===== src/srs_pkg.sv =====
// constants, types and timing figures of the supply reset supervisor
package srs_pkg;

    // core clock rate
    localparam int SRS_CLK_MHZ = 40;

    // width of the hold counter, enough for the longest hold choice
    localparam int SRS_CNT_W = 20;
    typedef logic [SRS_CNT_W-1:0] srs_cnt_t;

    // hold time choices in microseconds, one per delay-select code
    localparam int SRS_HOLD_TIME_US_0 = 1000;
    localparam int SRS_HOLD_TIME_US_1 = 2000;
    localparam int SRS_HOLD_TIME_US_2 = 4000;
    localparam int SRS_HOLD_TIME_US_3 = 8000;

    // hold times as core clock cycles (whole microseconds, so exact)
    localparam int SRS_HOLD_CYC_0 = SRS_HOLD_TIME_US_0 * SRS_CLK_MHZ;
    localparam int SRS_HOLD_CYC_1 = SRS_HOLD_TIME_US_1 * SRS_CLK_MHZ;
    localparam int SRS_HOLD_CYC_2 = SRS_HOLD_TIME_US_2 * SRS_CLK_MHZ;
    localparam int SRS_HOLD_CYC_3 = SRS_HOLD_TIME_US_3 * SRS_CLK_MHZ;

    // delay-select codes
    localparam logic [1:0] SRS_SEL_0 = 2'h0;
    localparam logic [1:0] SRS_SEL_1 = 2'h1;
    localparam logic [1:0] SRS_SEL_2 = 2'h2;

    // values after reset, and the last hold count
    localparam logic SRS_SYNC_RST = 1'h0;
    localparam logic SRS_PIN_LOW_RST = 1'h0;
    localparam logic SRS_RESET_ACTIVE_RST = 1'h1;
    localparam logic SRS_MON_RELEASE_RST = 1'h0;
    localparam srs_cnt_t SRS_CNT_RST = 20'h00000;
    localparam srs_cnt_t SRS_CNT_LAST = 20'h00001;

    // sequencer states, one-hot
    typedef enum logic [2:0] {
        SRS_ST_ACTIVE = 3'b001,
        SRS_ST_HOLD = 3'b010,
        SRS_ST_RUN = 3'b100
    } srs_state_t;

endpackage : srs_pkg


===== src/srs_supervisor.sv =====
// supply reset supervisor: reset hold sequencer and monitor indicators
`timescale 1ns/10ps

// What this block does
// - low supply forces the reset output active
// - power-up asserts reset until hold expires
// - two-bit select chooses hold for later cycles
// - manual request high forces reset active
// - reset held for hold time after request
// - monitor3 indicator follows comparator, no hold
// - monitor2 indicator follows comparator, no hold
module srs_supervisor #(
    parameter srs_pkg::srs_cnt_t HOLD_CYC_0 = srs_pkg::SRS_HOLD_CYC_0[19:0],
    parameter srs_pkg::srs_cnt_t HOLD_CYC_1 = srs_pkg::SRS_HOLD_CYC_1[19:0],
    parameter srs_pkg::srs_cnt_t HOLD_CYC_2 = srs_pkg::SRS_HOLD_CYC_2[19:0],
    parameter srs_pkg::srs_cnt_t HOLD_CYC_3 = srs_pkg::SRS_HOLD_CYC_3[19:0]
) (
    input wire logic core_clk_i,
    input wire logic rst_n_i,
    input wire logic supply_ok_i,
    input wire logic manual_reset_request_i,
    input wire logic monitor2_input_i,
    input wire logic monitor3_input_i,
    input wire logic hold_select_lsb_i,
    input wire logic hold_select_msb_i,
    input wire logic supply_reset_i,
    output logic supply_reset_o,
    output logic supply_reset_oe_n_o,
    input wire logic monitor2_indicator_i,
    output logic monitor2_indicator_o,
    output logic monitor2_indicator_oe_n_o,
    input wire logic monitor3_indicator_i,
    output logic monitor3_indicator_o,
    output logic monitor3_indicator_oe_n_o
);
    import srs_pkg::*;

    ////////////////////////////////////////////////////////////////////////////
    // declarations

    logic supply_ok_s1_reg;
    logic supply_ok_s2_reg;
    logic mr_s1_reg;
    logic mr_s2_reg;
    logic mon2_s1_reg;
    logic mon2_s2_reg;
    logic mon3_s1_reg;
    logic mon3_s2_reg;
    srs_state_t state_reg;
    srs_state_t state_next;
    srs_cnt_t cnt_reg;
    srs_cnt_t cnt_next;
    logic reset_active_reg;
    logic reset_active_next;
    logic mon2_release_reg;
    logic mon3_release_reg;
    logic pin_low_reg;
    logic [1:0] hold_sel;
    logic reset_cause;
    logic cnt_expired;

    // delay-select code to hold length in cycles
    function automatic srs_cnt_t hold_cycles(input logic [1:0] sel);
        srs_cnt_t cyc;
        unique case (sel)
            SRS_SEL_0: cyc = HOLD_CYC_0;
            SRS_SEL_1: cyc = HOLD_CYC_1;
            SRS_SEL_2: cyc = HOLD_CYC_2;
            default: cyc = HOLD_CYC_3;
        endcase
        return cyc;
    endfunction : hold_cycles

    ////////////////////////////////////////////////////////////////////////////
    // input synchronisers, two flops each

    always_ff @(posedge core_clk_i or negedge rst_n_i) begin
        if (!rst_n_i) begin
            supply_ok_s1_reg <= SRS_SYNC_RST;
            supply_ok_s2_reg <= SRS_SYNC_RST;
            mr_s1_reg <= SRS_SYNC_RST;
            mr_s2_reg <= SRS_SYNC_RST;
        end else begin
            supply_ok_s1_reg <= supply_ok_i;
            supply_ok_s2_reg <= supply_ok_s1_reg;
            mr_s1_reg <= manual_reset_request_i;
            mr_s2_reg <= mr_s1_reg;
        end
    end

    // monitor comparator synchronisers
    always_ff @(posedge core_clk_i or negedge rst_n_i) begin
        if (!rst_n_i) begin
            mon2_s1_reg <= SRS_SYNC_RST;
            mon2_s2_reg <= SRS_SYNC_RST;
            mon3_s1_reg <= SRS_SYNC_RST;
            mon3_s2_reg <= SRS_SYNC_RST;
        end else begin
            mon2_s1_reg <= monitor2_input_i;
            mon2_s2_reg <= mon2_s1_reg;
            mon3_s1_reg <= monitor3_input_i;
            mon3_s2_reg <= mon3_s1_reg;
        end
    end

    ////////////////////////////////////////////////////////////////////////////
    // reset cause and hold selection

    assign hold_sel = {hold_select_msb_i, hold_select_lsb_i};
    assign reset_cause = !supply_ok_s2_reg || mr_s2_reg;
    assign cnt_expired = (cnt_reg == SRS_CNT_LAST);

    // sequencer next state
    always_comb begin
        state_next = state_reg;
        cnt_next = cnt_reg;
        unique case (state_reg)
            SRS_ST_ACTIVE: begin
                cnt_next = hold_cycles(hold_sel);
                if (!reset_cause) begin
                    state_next = SRS_ST_HOLD;
                end
            end
            SRS_ST_HOLD: begin
                if (reset_cause) begin
                    state_next = SRS_ST_ACTIVE;
                    cnt_next = hold_cycles(hold_sel);
                end else if (cnt_expired) begin
                    state_next = SRS_ST_RUN;
                end else begin
                    cnt_next = cnt_reg - SRS_CNT_LAST;
                end
            end
            SRS_ST_RUN: begin
                if (reset_cause) begin
                    state_next = SRS_ST_ACTIVE;
                    cnt_next = hold_cycles(hold_sel);
                end
            end
            default: begin
                state_next = SRS_ST_ACTIVE;
                cnt_next = hold_cycles(hold_sel);
            end
        endcase
    end

    // reset is active in every state but run
    assign reset_active_next = (state_next != SRS_ST_RUN);

    // sequencer registers; power-on enters the active state
    always_ff @(posedge core_clk_i or negedge rst_n_i) begin
        if (!rst_n_i) begin
            state_reg <= SRS_ST_ACTIVE;
            cnt_reg <= SRS_CNT_RST;
            reset_active_reg <= SRS_RESET_ACTIVE_RST;
        end else begin
            state_reg <= state_next;
            cnt_reg <= cnt_next;
            reset_active_reg <= reset_active_next;
        end
    end

    ////////////////////////////////////////////////////////////////////////////
    // open-drain pins: data always low, enable released for a high level

    always_ff @(posedge core_clk_i or negedge rst_n_i) begin
        if (!rst_n_i) begin
            mon2_release_reg <= SRS_MON_RELEASE_RST;
            mon3_release_reg <= SRS_MON_RELEASE_RST;
            pin_low_reg <= SRS_PIN_LOW_RST;
        end else begin
            mon2_release_reg <= mon2_s2_reg;
            mon3_release_reg <= mon3_s2_reg;
            pin_low_reg <= SRS_PIN_LOW_RST;
        end
    end

    // pin inputs are not needed; the pad level equals what is driven
    assign supply_reset_o = pin_low_reg;
    assign supply_reset_oe_n_o = reset_active_reg;
    assign monitor2_indicator_o = pin_low_reg;
    assign monitor2_indicator_oe_n_o = mon2_release_reg;
    assign monitor3_indicator_o = pin_low_reg;
    assign monitor3_indicator_oe_n_o = mon3_release_reg;
endmodule : srs_supervisor


===== config.mk =====
export PLATFORM = sky130hd
export DESIGN_NAME = srs_supervisor
export DESIGN_NICKNAME = d
export VERILOG_FILES = /design/src/srs_pkg.sv /design/src/srs_supervisor.sv
export SDC_FILE = /design/constraint.sdc
export NUM_CORES = 1
export LEC_CHECK = 0
export ABC_AREA = 1
export BUFFER_PORTS_ARGS = -buffer_cell sky130_fd_sc_hd__buf_2
export CORE_MARGIN = 4
export CORE_UTILIZATION = 45
export CTS_CLUSTER_SIZE = 28
export DETAILED_ROUTE_END_ITERATION = 12
export PLACE_DENSITY_LB_ADDON = 0.25
export SLEW_MARGIN = 20
export SYNTH_ARGS = -nofsm -noshare
export SYNTH_HDL_FRONTEND = slang
export SYNTH_SLANG_ARGS = --single-unit
export TNS_END_PERCENT = 100

===== constraint.sdc =====
create_clock -name core_clk_i -period 1.8 [get_ports core_clk_i]
set_clock_uncertainty 0.2 [all_clocks]
set_input_delay 0.18 -clock core_clk_i [delete_from_list [all_inputs] [get_ports core_clk_i]]
set_output_delay 0.18 -clock core_clk_i [all_outputs]
set_load 0.01 [all_outputs]

# After elaboration in Yosys (flattened, before gate mapping)
# Cells that the tools add are included.
[classes]
add_sub_neg = 1
mul = 0
n_div = 0
magnitude_cmp = 0
eq_ne = 9
shifts = 0
muxes = 10
bitwise = 0
reduce_logical = 4
[op_table]
columns = ["operator", "n"]
rows = [
  ["two-way mux 20 bit", 3],
  ["one-hot mux 19 bit (3 select lines)", 1],
  ["one-hot mux 20 bit (2 select lines)", 1],
  ["equality test 20 x 1 -> 1 bit, second input constant", 1],
  ["subtractor 20 x 1 -> 20 bit, second input constant", 1],
  ["two-way mux 3 bit", 4],
  ["one-hot mux 3 bit (3 select lines)", 1],
  ["inequality test 3 bit, second input constant", 2],
  ["equality test 3 x 1 -> 1 bit, second input constant", 1],
  ["equality test 3 x 2 -> 1 bit, second input constant", 1],
  ["equality test 3 bit, second input constant", 1],
  ["equality test 2 x 1 -> 1 bit, second input constant", 1],
  ["equality test 2 bit, second input constant", 1],
  ["zero test 2 bit", 1],
  ["inequality test 2 bit, second input constant", 1],
  ["AND reduction 2 bit", 1],
  ["zero test 1 bit", 1],
  ["logical OR 1 bit", 1],
]
[totals]
reg_bits = 34
latch_bits = 0
ram_bits = 0
romBits = 0
in_bits = 11
mem_count = 0

# Logic depth before layout (Yosys ltp)
# Gate-level depths: netlist of run 1.
[logic_depth]
word_depth = 5
depth_mapped = 11

# Worst setup path before layout of run 1
# Ideal clock, no wire load.
[synth_path]
path_type = "flip-flop to flip-flop"
start = "reg cnt_reg[0]"
end = "reg cnt_reg[14]"
setup_ps = 116
arrival_ps = 1345
setup_slack_ps = 139
path_stages_with_launch = 10
path_buffers = 0
period_less_slack_ps = 1661
path_cell_list = "dfrtp_1 > inv_1 > ha_1 > nand3_1 > nor2_2 > inv_2 > o21ai_0 > nand3_1 > nand2_1 > nand2_1"
[synth_via]
elab_chain_cells = 4
elab_cells_between_ends = 7
classes_between = "1 x add/sub; 2 x eq/ne; 3 x mux; 1 x reduce/logical"
[synth_lines]
columns = ["item", "line_no", "text"]
rows = [
  ["start: declaration", "srs_supervisor.sv:51", "srs_cnt_t cnt_reg;"],
  ["start signal: assignment", "srs_supervisor.sv:158", "cnt_reg <= cnt_next;"],
  ["subtractor 20 x 1 -> 20 bit", "srs_supervisor.sv:131", "cnt_next = cnt_reg - SRS_CNT_LAST;"],
  ["two-way mux 20 bit", "srs_supervisor.sv:128", "end else if (cnt_expired) begin"],
  ["two-way mux 20 bit", "srs_supervisor.sv:125", "if (reset_cause) begin"],
  ["one-hot mux 20 bit (2 select lines)", "srs_supervisor.sv:117", "unique case (state_reg)"],
]
# Parallel ways exist; a longest one is shown, timed or not. The select of a mux whose other input is x is not followed.
# A chain may end at the register's enable or synchronous reset.

# Final worst setup path of run 1
[layout_path]
start = "reg cnt_reg[1]"
end = "reg cnt_reg[16]"
# The elaborated chain is that of the path after synthesis.

==> key figures, run 1 <==
Synthesis
  – Synth Area per Inst: 7.62 um^2
  – Library cells used by synthesis: 31
  – Synth cell count leaders: nand2_1, nor2_1, nand3_1, dfrtp_1, inv_1
  – Synthesis warning total: 0
  – Synth area leader: dfrtp_1
  – Sequential area share after synthesis: 42.1%
  – Synthesized area: 2030 um^2
  – Share of the synthesized area in the top cell type: 39.5%
  – Gate Count Post-Synth: 266
  – FF+latch count, synth: 34
  – Post-synth EDFFs: 0
  – Top-count cell post-synth: nand2_1
  – Top FF cell, synth: dfrtp_1
  – Synth top area cells: dfrtp_1, nand2_1, nand3_1, nor2_1, inv_1
  – Fraction of synthesis flops using an asynchronous set or reset pin: 100%

Global route
  – Vias in the first global route: 1,664
  – GRT Total Usage: 19.1%
  – Grt ovf: 0
  – Initial antenna violation count: 0
  – First-pass GRT wire length: 8000 um
  – Pin count of the biggest net entering global routing: 35

Placed design
  – Detailed Place HPWL: 3360 um
  – Buffers on Ports: 10
  – Routability-driven placement congestion ratio: 0.843
  – Placed cells: 352
  – Pre-CTS setup slack: -0.00140 ns

Worst setup path
  – Reg2Reg Capture Point: cnt_reg[16]$_DFFE_PN0P_
  – Worst setup path category: flip-flop to flip-flop
  – Critical-path cell list: inv_2, ha_4, nand3_4, nor2_4, nand3_4, nand2_4, nand2_8, buf_8, o211ai_1, nand2_1
  – CP most frequent cell: nand3_4
  – Reg2Reg Depth: 10
  – Worst Path Required: 1.78 ns
  – Max incr delay on CP: 0.40 ns
  – Critical path buffer and inverter count: 2
  – Critical Path Slowest Stage Cell: dfrtp_1
  – Largest delay contributor family on the critical path: simple AND/OR/NAND/NOR gates
  – R2r setup slk: 0.01 ns
  – Critical path launch point type: flip-flop
  – WP data arrival: 1.76 ns
  – Critical path endpoint category: flip-flop
  – CP max FO: 6
  – FF-to-FF Start: cnt_reg[1]$_DFFE_PN0P_

Finish
  – Ratio of cells with drive above 1 in the final layout: 32.6%
  – Fin cells: 371
  – Final core occ: 62.8%
  – Inserted Diodes: 0
  – Area Overhead vs Synth: 34.9%
  – Final-stage net count: 337
  – # fillers: 327
  – Largest register FFs: 20

Min path
  – Hold path startpoint: mon2_s2_reg$_DFF_PN0_
  – Hold path endpoint: monitor2_indicator_oe_n_o$_DFF_PN0_
  – HP Class: flip-flop to flip-flop
  – Hold depth: 0

Floorplan
  – Die width: 75.1 um
  – Die ar.: 5640 um^2
  – Row cnt: 24
  – Core Region: 4350 um^2
  – Die height: 75.1 um
  – Initial Util: 46.5%
  – Io pins: 17

Routing
  – Vias: 1,879
  – DRT antenna net count: 0
  – Vias per inst: 5.06
  – Detailed-route wire length per cell: 14.0 um
  – Final wirelength: 5180 um
  – DR pass1 iterations: 4
  – First-iteration detailed-routing DRC count: 113
  – DRC: 0

STA
  – Final setup margin: 0.0144 ns
  – Setup Viol. Count Final: 0
  – Peak Freq: 0.560 GHz
  – Slew Limit Fails: 0
  – Final period util: 99.2%
  – Final Hold Viols: 0
  – Crit path time final: 1.79 ns
  – RSZ-0062 raised after global routing: yes

Pwr
  – Maximum vdd drop: 0.000713 V
  – Final Power: 2.18 mW
  – LEAKAGE: 1.34 nW
  – Power Density: 799 nW/um^2

Clocking
  – CTS Buf Count: 5
  – Max Root-Sink Buffers: 2
  – TritonCTS clock tree: built
  – Reg clk slew, reported paths: 0.08 ns
  – CTS Sinks: 34
  – Insertion delay to the later sink of the worst-skew pair: 0.29 ns
  – Htree depth: 2
  – CTS Root Cell: clkbuf_8

Outcome
  – Status: complete, no violations

Flow run
  – MaxCap Viol Count: 0
==> cells by family after synthesis <==
kind of cell / count (synthesis) / synth area share, %
other cells: 1 / 0.185
flops: 34 / 42.1
buf+inv: 40 / 9.20
compound gates: 22 / 6.42
fa+ha+maj: 8 / 4.94
simple gates: 158 / 35.8
xor+xnor: 3 / 1.30
==> stage by stage <==
| stage | TNS [ns] | cell area [um^2] | hold WS, ns |
|---|---|---|---|
| 2_1_floorplan | 0 | 2030 | -0.316 |
| 3_3_place_gp | 0 | 2300 | 0.0343 |
| 3_5_place_dp | -0.00140 | 2300 | 0.0420 |
| 4_1_cts | 0 | 2500 | 0.156 |
| 5_1_grt | -0.946 | 2730 | 0.158 |
| 6_report | 0 | 2730 | 0.155 |
==> worst max-delay path by stage <==
stage | from | endpoint | slack, ns | cells after the start
after floorplan | cnt_reg[0]$_DFFE_PN0P_ | cnt_reg[14]$_DFFE_PN0P_ | 0.14 | 9
after global placement | cnt_reg[0]$_DFFE_PN0P_ | cnt_reg[14]$_DFFE_PN0P_ | 0.004 | 9
after detailed placement | cnt_reg[1]$_DFFE_PN0P_ | cnt_reg[14]$_DFFE_PN0P_ | -0.001 | 11
after CTS | cnt_reg[6]$_DFFE_PN0P_ | cnt_reg[19]$_DFFE_PN0P_ | 0.007 | 10
after global routing | cnt_reg[1]$_DFFE_PN0P_ | cnt_reg[14]$_DFFE_PN0P_ | -0.08 | 10
final | cnt_reg[1]$_DFFE_PN0P_ | cnt_reg[16]$_DFFE_PN0P_ | 0.01 | 10
==> power by group <==
part           total, mW  internal, mW  switching [mW]  leakage [nW]
clock network      0.858         0.555           0.303        0.0683
logic              0.461         0.184           0.277         0.855
registers          0.864         0.825          0.0392         0.417
==> layer usage <==
metal	up-vias	track usage (%)	share of wire, %
met5	-	0	0
met4	0	5.34	1.1
met3	10	4.27	4.7
met2	43	28.7	50
met1	882	27.7	44
li1	944	-	-
==> final cells by class <==
type | count | area [um^2] | area share [%]
Multi-Input combinational cell | 194 | 1120 | 41.0
Tap cell | 52 | 65.1 | 2.38
Clock inverter | 3 | 68.8 | 2.52
Timing Repair Buffer | 50 | 420 | 15.4
Inverter | 33 | 131 | 4.81
Sequential cell | 34 | 857 | 31.4
Clock buffer | 5 | 68.8 | 2.52
==> cell usage in the layout, fill, tap and decap left out, types with 6 or more instances in the layout <==
cell      n
ha_1      6
nor2_4    6
o21ai_0   7
buf_2    10
inv_1    25
nand3_1  30
dfrtp_1  29
nor2_2   13
buf_4    29
nand2_1  64
nor2_1   23
inv_2     7
==> repair_timing <==
item                                    in CTS  in global routing
resized for setup                            4                 41
buffers inserted                             0                  4
hold buffers                                 5                  0
endpoints found under the hold margin       36                  0
endpoints found under the setup margin      14                 19
pin swaps                                    1                  6
cloned                                       0                  2
Power figures use the tool's default switching activity.
==> run 2, diff against run 1 <==
--- a/config.mk
+++ b/config.mk
@@ -6,12 +6,13 @@
 export NUM_CORES = 1
 export LEC_CHECK = 0
 export ABC_AREA = 1
-export BUFFER_PORTS_ARGS = -buffer_cell sky130_fd_sc_hd__buf_2
+export BUFFER_PORTS_ARGS = -buffer_cell sky130_fd_sc_hd__buf_4
 export CORE_MARGIN = 4
-export CORE_UTILIZATION = 45
+export CORE_UTILIZATION = 50
 export CTS_CLUSTER_SIZE = 28
 export DETAILED_ROUTE_END_ITERATION = 12
 export PLACE_DENSITY_LB_ADDON = 0.25
+export SKIP_LAST_GASP = 1
 export SLEW_MARGIN = 20
 export SYNTH_ARGS = -nofsm -noshare
 export SYNTH_HDL_FRONTEND = slang
==> run 2 against run 1 <==
The run now ends with negative setup slack left. Fmax decreased by 3.1%. Die area down 9.0%. Sequential share of layout area increased by 0.081 points. Cell area shrank 0.55%. First-iteration DRC count grew 12%. Global-route usage increased by 0.50 points. Cell count fell by 1.1%. Worst hold slack worse by 0.0041 ns. Critical path depth shrank 1.
==> key figures, run 2 (synthesis results as in run 1) <==
Global route
  – Pin count of the biggest net entering global routing: 35 (unchanged)
  – Grt ovf: 0 (unchanged)
  – First-pass GRT wire length: 7990 um (was 8000 um)
  – Initial antenna violation count: 0 (unchanged)
  – Vias in the first global route: 1,767 (was 1,664)
  – GRT Total Usage: 19.6% (was 19.1%)

Routing
  – Final wirelength: 5090 um (was 5180 um)
  – Vias: 1,950 (was 1,879)
  – First-iteration detailed-routing DRC count: 127 (was 113)
  – Detailed-route wire length per cell: 13.9 um (was 14.0 um)
  – DRT antenna net count: 0 (unchanged)
  – Vias per inst: 5.31 (was 5.06)
  – DR pass1 iterations: 5 (was 4)
  – DRC: 0 (unchanged)

STA
  – Crit path time final: 1.84 ns (was 1.79 ns)
  – Final period util: 102% (was 99.2%)
  – Peak Freq: 0.543 GHz (was 0.560 GHz)
  – Final setup margin: -0.0421 ns (was 0.0144 ns)
  – Setup Viol. Count Final: 2 (was 0)
  – Slew Limit Fails: 0 (unchanged)
  – Final Hold Viols: 0 (unchanged)
  – RSZ-0062 raised after global routing: yes (unchanged)
  – Worst Hold Margin: 0.151 ns (was 0.155 ns)

Worst setup path
  – R2r setup slk: -0.04 ns (was 0.01 ns)
  – Worst Path Required: 1.78 ns (about the same)
  – WP data arrival: 1.82 ns (was 1.76 ns)
  – Worst setup path category: flip-flop to flip-flop (unchanged)
  – Critical path endpoint category: flip-flop (unchanged)
  – Critical path launch point type: flip-flop (unchanged)
  – CP max FO: 4 (was 6)

Clocking
  – Max Root-Sink Buffers: 2 (unchanged)
  – TritonCTS clock tree: built (unchanged)
  – Htree depth: 2 (unchanged)
  – Insertion delay to the later sink of the worst-skew pair: 0.29 ns (about the same)
  – Reg clk slew, reported paths: 0.07 ns (was 0.08 ns)
  – CTS Sinks: 34 (unchanged)
  – CTS Root Cell: clkbuf_8 (unchanged)
  – CTS Buf Count: 5 (unchanged)

Floorplan
  – Die height: 71.7 um (was 75.1 um)
  – Die width: 71.7 um (was 75.1 um)
  – Initial Util: 53.3% (was 46.5%)
  – Row cnt: 22 (was 24)
  – Io pins: 17 (unchanged)
  – Die ar.: 5130 um^2 (was 5640 um^2)
  – Core Region: 3800 um^2 (was 4350 um^2)

Finish
  – Ratio of cells with drive above 1 in the final layout: 32.6% (unchanged)
  – Area Overhead vs Synth: 34.2% (was 34.9%)
  – # fillers: 275 (was 327)
  – Largest register FFs: 20 (unchanged)
  – Commonest non-fill, non-tap cell in the layout: nand2_1 (unchanged)
  – Final-stage net count: 338 (was 337)
  – Inserted Diodes: 0 (unchanged)
  – Post-Layout Inst Area: 2720 um^2 (was 2730 um^2)
  – Commonest cells after routing, fill and taps aside: nand2_1, buf_4, nand3_1, dfrtp_1, inv_1 (was nand2_1, nand3_1, dfrtp_1, buf_4, inv_1)
  – Fin cells: 367 (was 371)

Placed design
  – Buffers on Ports: 10 (unchanged)
  – Detailed Place HPWL: 3410 um (was 3360 um)
  – Placed cells: 348 (was 352)
  – Routability-driven placement congestion ratio: 0.897 (was 0.843)
  – Placed cell area: 2340 um^2 (was 2300 um^2)
  – Pre-CTS setup slack: 0.0233 ns (was -0.00140 ns)

Flow run
  – MaxCap Viol Count: 0 (unchanged)

Min path
  – HP Class: flip-flop to flip-flop (unchanged)

Pwr
  – Final Power: 2.05 mW (was 2.18 mW)
  – LEAKAGE: 1.34 nW (about the same)
  – Maximum vdd drop: 0.000540 V (was 0.000713 V)
  – Power Density: 756 nW/um^2 (was 799 nW/um^2)

Outcome
  – Failing checks: negative setup slack
  – Status: finished with violations (was complete, no violations)
[run 2: final cells by class]
type | instances | area [um^2] | share of cell area (%)
inverters | 33 | 131 | 4.83
multi-input cells | 194 | 1110 | 41.0
clock buffers | 6 | 82.6 | 3.04
well taps | 48 | 60.1 | 2.21
clock inverters | 1 | 30.0 | 1.10
repair buffers | 51 | 444 | 16.3
flip-flops and latches | 34 | 855 | 31.4
[run 2: where the power goes]
group / internal [mW] / switching (mW)
clock network: 0.443 / 0.275
logic: 0.191 / 0.277
registers: 0.825 / 0.0427
total: 1.46 / 0.595
[run 2: final timing paths]
check                                        from                            end  depth (start not counted)
min in group asynchronous                 rst_n_i         state_reg[1]$_DFF_PN0_                          2
max in group asynchronous                 rst_n_i  supply_reset_oe_n_o$_DFF_PN1_                          2
hold reg to reg             mon2_s1_reg$_DFF_PN0_          mon2_s2_reg$_DFF_PN0_                          0
setup / recovery           cnt_reg[1]$_DFFE_PN0P_         cnt_reg[9]$_DFFE_PN0P_                          9
hold / removal              mon2_s1_reg$_DFF_PN0_          mon2_s2_reg$_DFF_PN0_                          0
setup reg to reg           cnt_reg[1]$_DFFE_PN0P_         cnt_reg[9]$_DFFE_PN0P_                          9
[run 2: timing repair]
item,4_1_cts,5_1_grt
endpoints found under the hold margin,38,0
endpoints found under the setup margin,0,20
resized for setup,0,43
buffers inserted,0,6
hold buffers,5,0
[run 2: worst max-delay path: stages, from the launching register on]
cell and delay, ns:
dfrtp_1 0.41, buf_4 0.15, nor2_1 0.18, nand3_2 0.21, nor2_2 0.22, nor2_1 0.06, o21ai_0 0.14, nand2_1 0.06
nand2_1 0.05, nand2_1 0.05
[run 2: stage by stage]
stage	TNS, ns	util [%]
finish	-0.0805	71.5
global route	-0.657	71.5
global placement	0	61.5
CTS	0	65.8
detailed placement	0	61.5
floorplan	0	-
[run 2: routing by layer]
metal / wire, um / up-vias / track usage [%]
met4: 102 / 0 / 6.68
li1: - / 955 / -
met1: 2220 / 898 / 27.6
met3: 358 / 13 / 3.79
met5: 0 / - / 0
met2: 2400 / 84 / 30.2
==> run 3, diff against run 2 <==
--- a/config.mk
+++ b/config.mk
@@ -11,7 +11,7 @@
 export CORE_UTILIZATION = 50
 export CTS_CLUSTER_SIZE = 28
 export DETAILED_ROUTE_END_ITERATION = 12
-export PLACE_DENSITY_LB_ADDON = 0.25
+export PLACE_DENSITY = 0.78
 export SKIP_LAST_GASP = 1
 export SLEW_MARGIN = 20
 export SYNTH_ARGS = -nofsm -noshare
==> run 3 against run 2 <==
The flow still finishes with violations (negative setup slack). Cell count is 0.27% lower. Non-clock buffer count down 2. Setup slack better by 0.015 ns. Clock power grew 21%.
==> key figures, run 3 (synthesis results as in run 1) <==
Placed design
  – Detailed Place HPWL: 3430 um (was 3410 um)
  – Buffers on Ports: 10 (unchanged)
  – Placed cells: 344 (was 348)
  – Placed cell area: 2310 um^2 (was 2340 um^2)
  – Routability-driven placement congestion ratio: 0.901 (was 0.897)

Clocking
  – Htree depth: 2 (unchanged)
  – CTS Root Cell: clkbuf_8 (unchanged)
  – Max Root-Sink Buffers: 2 (unchanged)
  – CTS Sinks: 34 (unchanged)
  – Insertion delay to the later sink of the worst-skew pair: 0.30 ns (was 0.29 ns)
  – TritonCTS clock tree: built (unchanged)
  – Reg clk slew, reported paths: 0.08 ns (was 0.07 ns)
  – CTS Buf Count: 5 (unchanged)

Finish
  – Post-Layout Inst Area: 2740 um^2 (was 2720 um^2)
  – Largest register FFs: 20 (unchanged)
  – Inserted Diodes: 0 (unchanged)
  – Ratio of cells with drive above 1 in the final layout: 32.7% (was 32.6%)
  – Final-stage net count: 336 (was 338)
  – Fin cells: 366 (was 367)
  – Commonest cells after routing, fill and taps aside: nand2_1, buf_4, nand3_1 (was nand2_1, buf_4, nand3_1, dfrtp_1, inv_1)
  – # fillers: 248 (was 275)
  – Area Overhead vs Synth: 35.4% (was 34.2%)
  – Commonest non-fill, non-tap cell in the layout: nand2_1 (unchanged)

Pwr
  – Combinational Power Share: 21.4% (was 22.8%)
  – P_int: 1.56 mW (was 1.46 mW)
  – Sw power: 0.650 mW (was 0.595 mW)
  – Final Power: 2.21 mW (was 2.05 mW)
  – Switch share: 29.4% (was 29.0%)
  – Seq pwr share: 39.3% (was 42.3%)
  – Power share of the clock group: 39.3% (was 34.9%)
  – LEAKAGE: 1.34 nW (about the same)
  – Power Density: 807 nW/um^2 (was 756 nW/um^2)
  – Maximum vdd drop: 0.000742 V (was 0.000540 V)

Floorplan
  – Die height: 71.7 um (unchanged)
  – Core Region: 3800 um^2 (unchanged)
  – Io pins: 17 (unchanged)
  – Die width: 71.7 um (unchanged)
  – Initial Util: 53.3% (unchanged)
  – Die ar.: 5130 um^2 (unchanged)
  – Row cnt: 22 (unchanged)

Global route
  – Initial antenna violation count: 0 (unchanged)
  – First-pass GRT wire length: 8240 um (was 7990 um)
  – Pin count of the biggest net entering global routing: 35 (unchanged)
  – Grt ovf: 0 (unchanged)
  – Vias in the first global route: 1,777 (was 1,767)
  – GRT Total Usage: 20.5% (was 19.6%)

Outcome
  – Status: finished with violations (unchanged)
  – Failing checks: negative setup slack (unchanged)

Worst setup path
  – Critical path endpoint category: flip-flop (unchanged)
  – CP max FO: 9 (was 4)
  – Worst setup path category: flip-flop to flip-flop (unchanged)
  – Critical path launch point type: flip-flop (unchanged)
  – Critical Path Slowest Stage Cell: dfrtp_1 (unchanged)
  – Reg2Reg Capture Point: cnt_reg[7]$_DFFE_PN0P_ (was cnt_reg[9]$_DFFE_PN0P_)
  – Worst Path Required: 1.78 ns (about the same)
  – Max incr delay on CP: 0.41 ns (about the same)
  – WP data arrival: 1.81 ns (was 1.82 ns)
  – Reg2Reg Depth: 10 (was 9)
  – FF-to-FF Start: cnt_reg[1]$_DFFE_PN0P_ (unchanged)
  – Critical-path cell list: inv_2, ha_4, nand3_4, nor2_4, nand3_4, nand2_4, nand2_8, buf_6, o211ai_1, nand2_1 (was buf_4, nor2_1, nand3_2, nor2_2, nor2_1, o21ai_0, nand2_1, nand2_1, nand2_1)
  – Critical Path Sink: cnt_reg[7]$_DFFE_PN0P_ (was cnt_reg[9]$_DFFE_PN0P_)
  – R2r setup slk: -0.03 ns (was -0.04 ns)
  – CP most frequent cell: nand3_4 (was nand2_1)
  – Crit path from: cnt_reg[1]$_DFFE_PN0P_ (unchanged)

STA
  – Crit path time final: 1.83 ns (was 1.84 ns)
  – Peak Freq: 0.547 GHz (was 0.543 GHz)
  – Final setup margin: -0.0267 ns (was -0.0421 ns)
  – Final period util: 101% (was 102%)
  – Setup Viol. Count Final: 5 (was 2)
  – Final Hold Viols: 0 (unchanged)
  – Worst Hold Margin: 0.154 ns (was 0.151 ns)
  – RSZ-0062 raised after global routing: yes (unchanged)
  – Slew Limit Fails: 0 (unchanged)

Routing
  – Final wirelength: 5870 um (was 5090 um)
  – Vias: 2,055 (was 1,950)
  – Detailed-route wire length per cell: 16.0 um (was 13.9 um)
  – DRT antenna net count: 0 (unchanged)
  – DR pass1 iterations: 6 (was 5)
  – DRC: 0 (unchanged)
  – First-iteration detailed-routing DRC count: 224 (was 127)
  – Vias per inst: 5.61 (was 5.31)

Flow run
  – MaxCap Viol Count: 0 (unchanged)

Min path
  – HP Class: flip-flop to flip-flop (unchanged)
-- run 3: repair_timing --
| item | 4_1_cts | 5_1_grt |
|---|---|---|
| hold endpoints to repair | 38 | 0 |
| pin swaps | 1 | 4 |
| gates cloned | 0 | 1 |
| setup endpoints to repair | 4 | 20 |
| gates resized for setup | 3 | 44 |
| setup buffers | 0 | 8 |
| hold buffers | 5 | 0 |
-- run 3: critical path, delay by kind of cell (launching register included) --
| family | cells | cell delay (ns) |
|---|---|---|
| AO/OA/AOI/OAI | 1 | 0.08 |
| adder cells (fa/ha/maj) | 1 | 0.18 |
| buffers and inverters | 2 | 0.30 |
| flip-flops | 1 | 0.41 |
| AND/OR/NAND/NOR | 6 | 0.55 |
-- run 3: worst min-delay path by stage --
stage | start | endpoint | slack [ns] | depth (start not counted)
3_5_place_dp | rst_n_i | monitor3_indicator_oe_n_o$_DFF_PN0_ | -0.05 | 1
3_3_place_gp | rst_n_i | mon3_s2_reg$_DFF_PN0_ | -0.06 | 1
4_1_cts | supply_ok_s1_reg$_DFF_PN0_ | supply_ok_s2_reg$_DFF_PN0_ | 0.15 | 0
6_report | supply_ok_s1_reg$_DFF_PN0_ | supply_ok_s2_reg$_DFF_PN0_ | 0.15 | 0
2_1_floorplan | rst_n_i | cnt_reg[0]$_DFFE_PN0P_ | -0.32 | 0
5_1_grt | mon3_s1_reg$_DFF_PN0_ | mon3_s2_reg$_DFF_PN0_ | 0.16 | 0
-- run 3: metrics by stage --
step / util, % / setup TNS [ns] / setup WS (ns)
2_1_floorplan: - / 0 / 0.139
3_3_place_gp: 60.7 / 0 / 0.0421
3_5_place_dp: 60.7 / 0 / 0.00930
4_1_cts: 65.9 / 0 / 0.0145
5_1_grt: 72.2 / -1.58 / -0.123
6_report: 72.2 / -0.0594 / -0.0267
-- run 3: power groups by stage --
stage | clock network, mW | registers (mW) | logic (mW)
final | 0.869 | 0.870 | 0.474
after global routing | 0.910 | 0.876 | 0.520
after global placement | 0 | 0.873 | 0.380
after CTS | 0.862 | 0.860 | 0.405
after detailed placement | 0 | 0.875 | 0.389
after floorplan | 0 | 0.873 | 0.246
-- run 3: cell type report --
| type | instances | area [um^2] | share of cell area [%] |
|---|---|---|---|
| sequential | 34 | 856 | 31.2 |
| multi-input combinational | 194 | 1130 | 41.3 |
| inverter | 33 | 131 | 4.79 |
| clock buffer | 5 | 68.8 | 2.51 |
| tap | 48 | 60.1 | 2.19 |
| timing repair buffer | 49 | 425 | 15.5 |
| clock inverter | 3 | 68.8 | 2.51 |
-- run 3: per-layer routing --
metal / part of all wire (%) / global-route usage (%) / vias up
met4: 3.8 / 8.56 / 0
met3: 9.4 / 4.49 / 30
met2: 50 / 32.8 / 130
li1: - / - / 949
met1: 37 / 26.8 / 946
met5: 0 / 0 / -
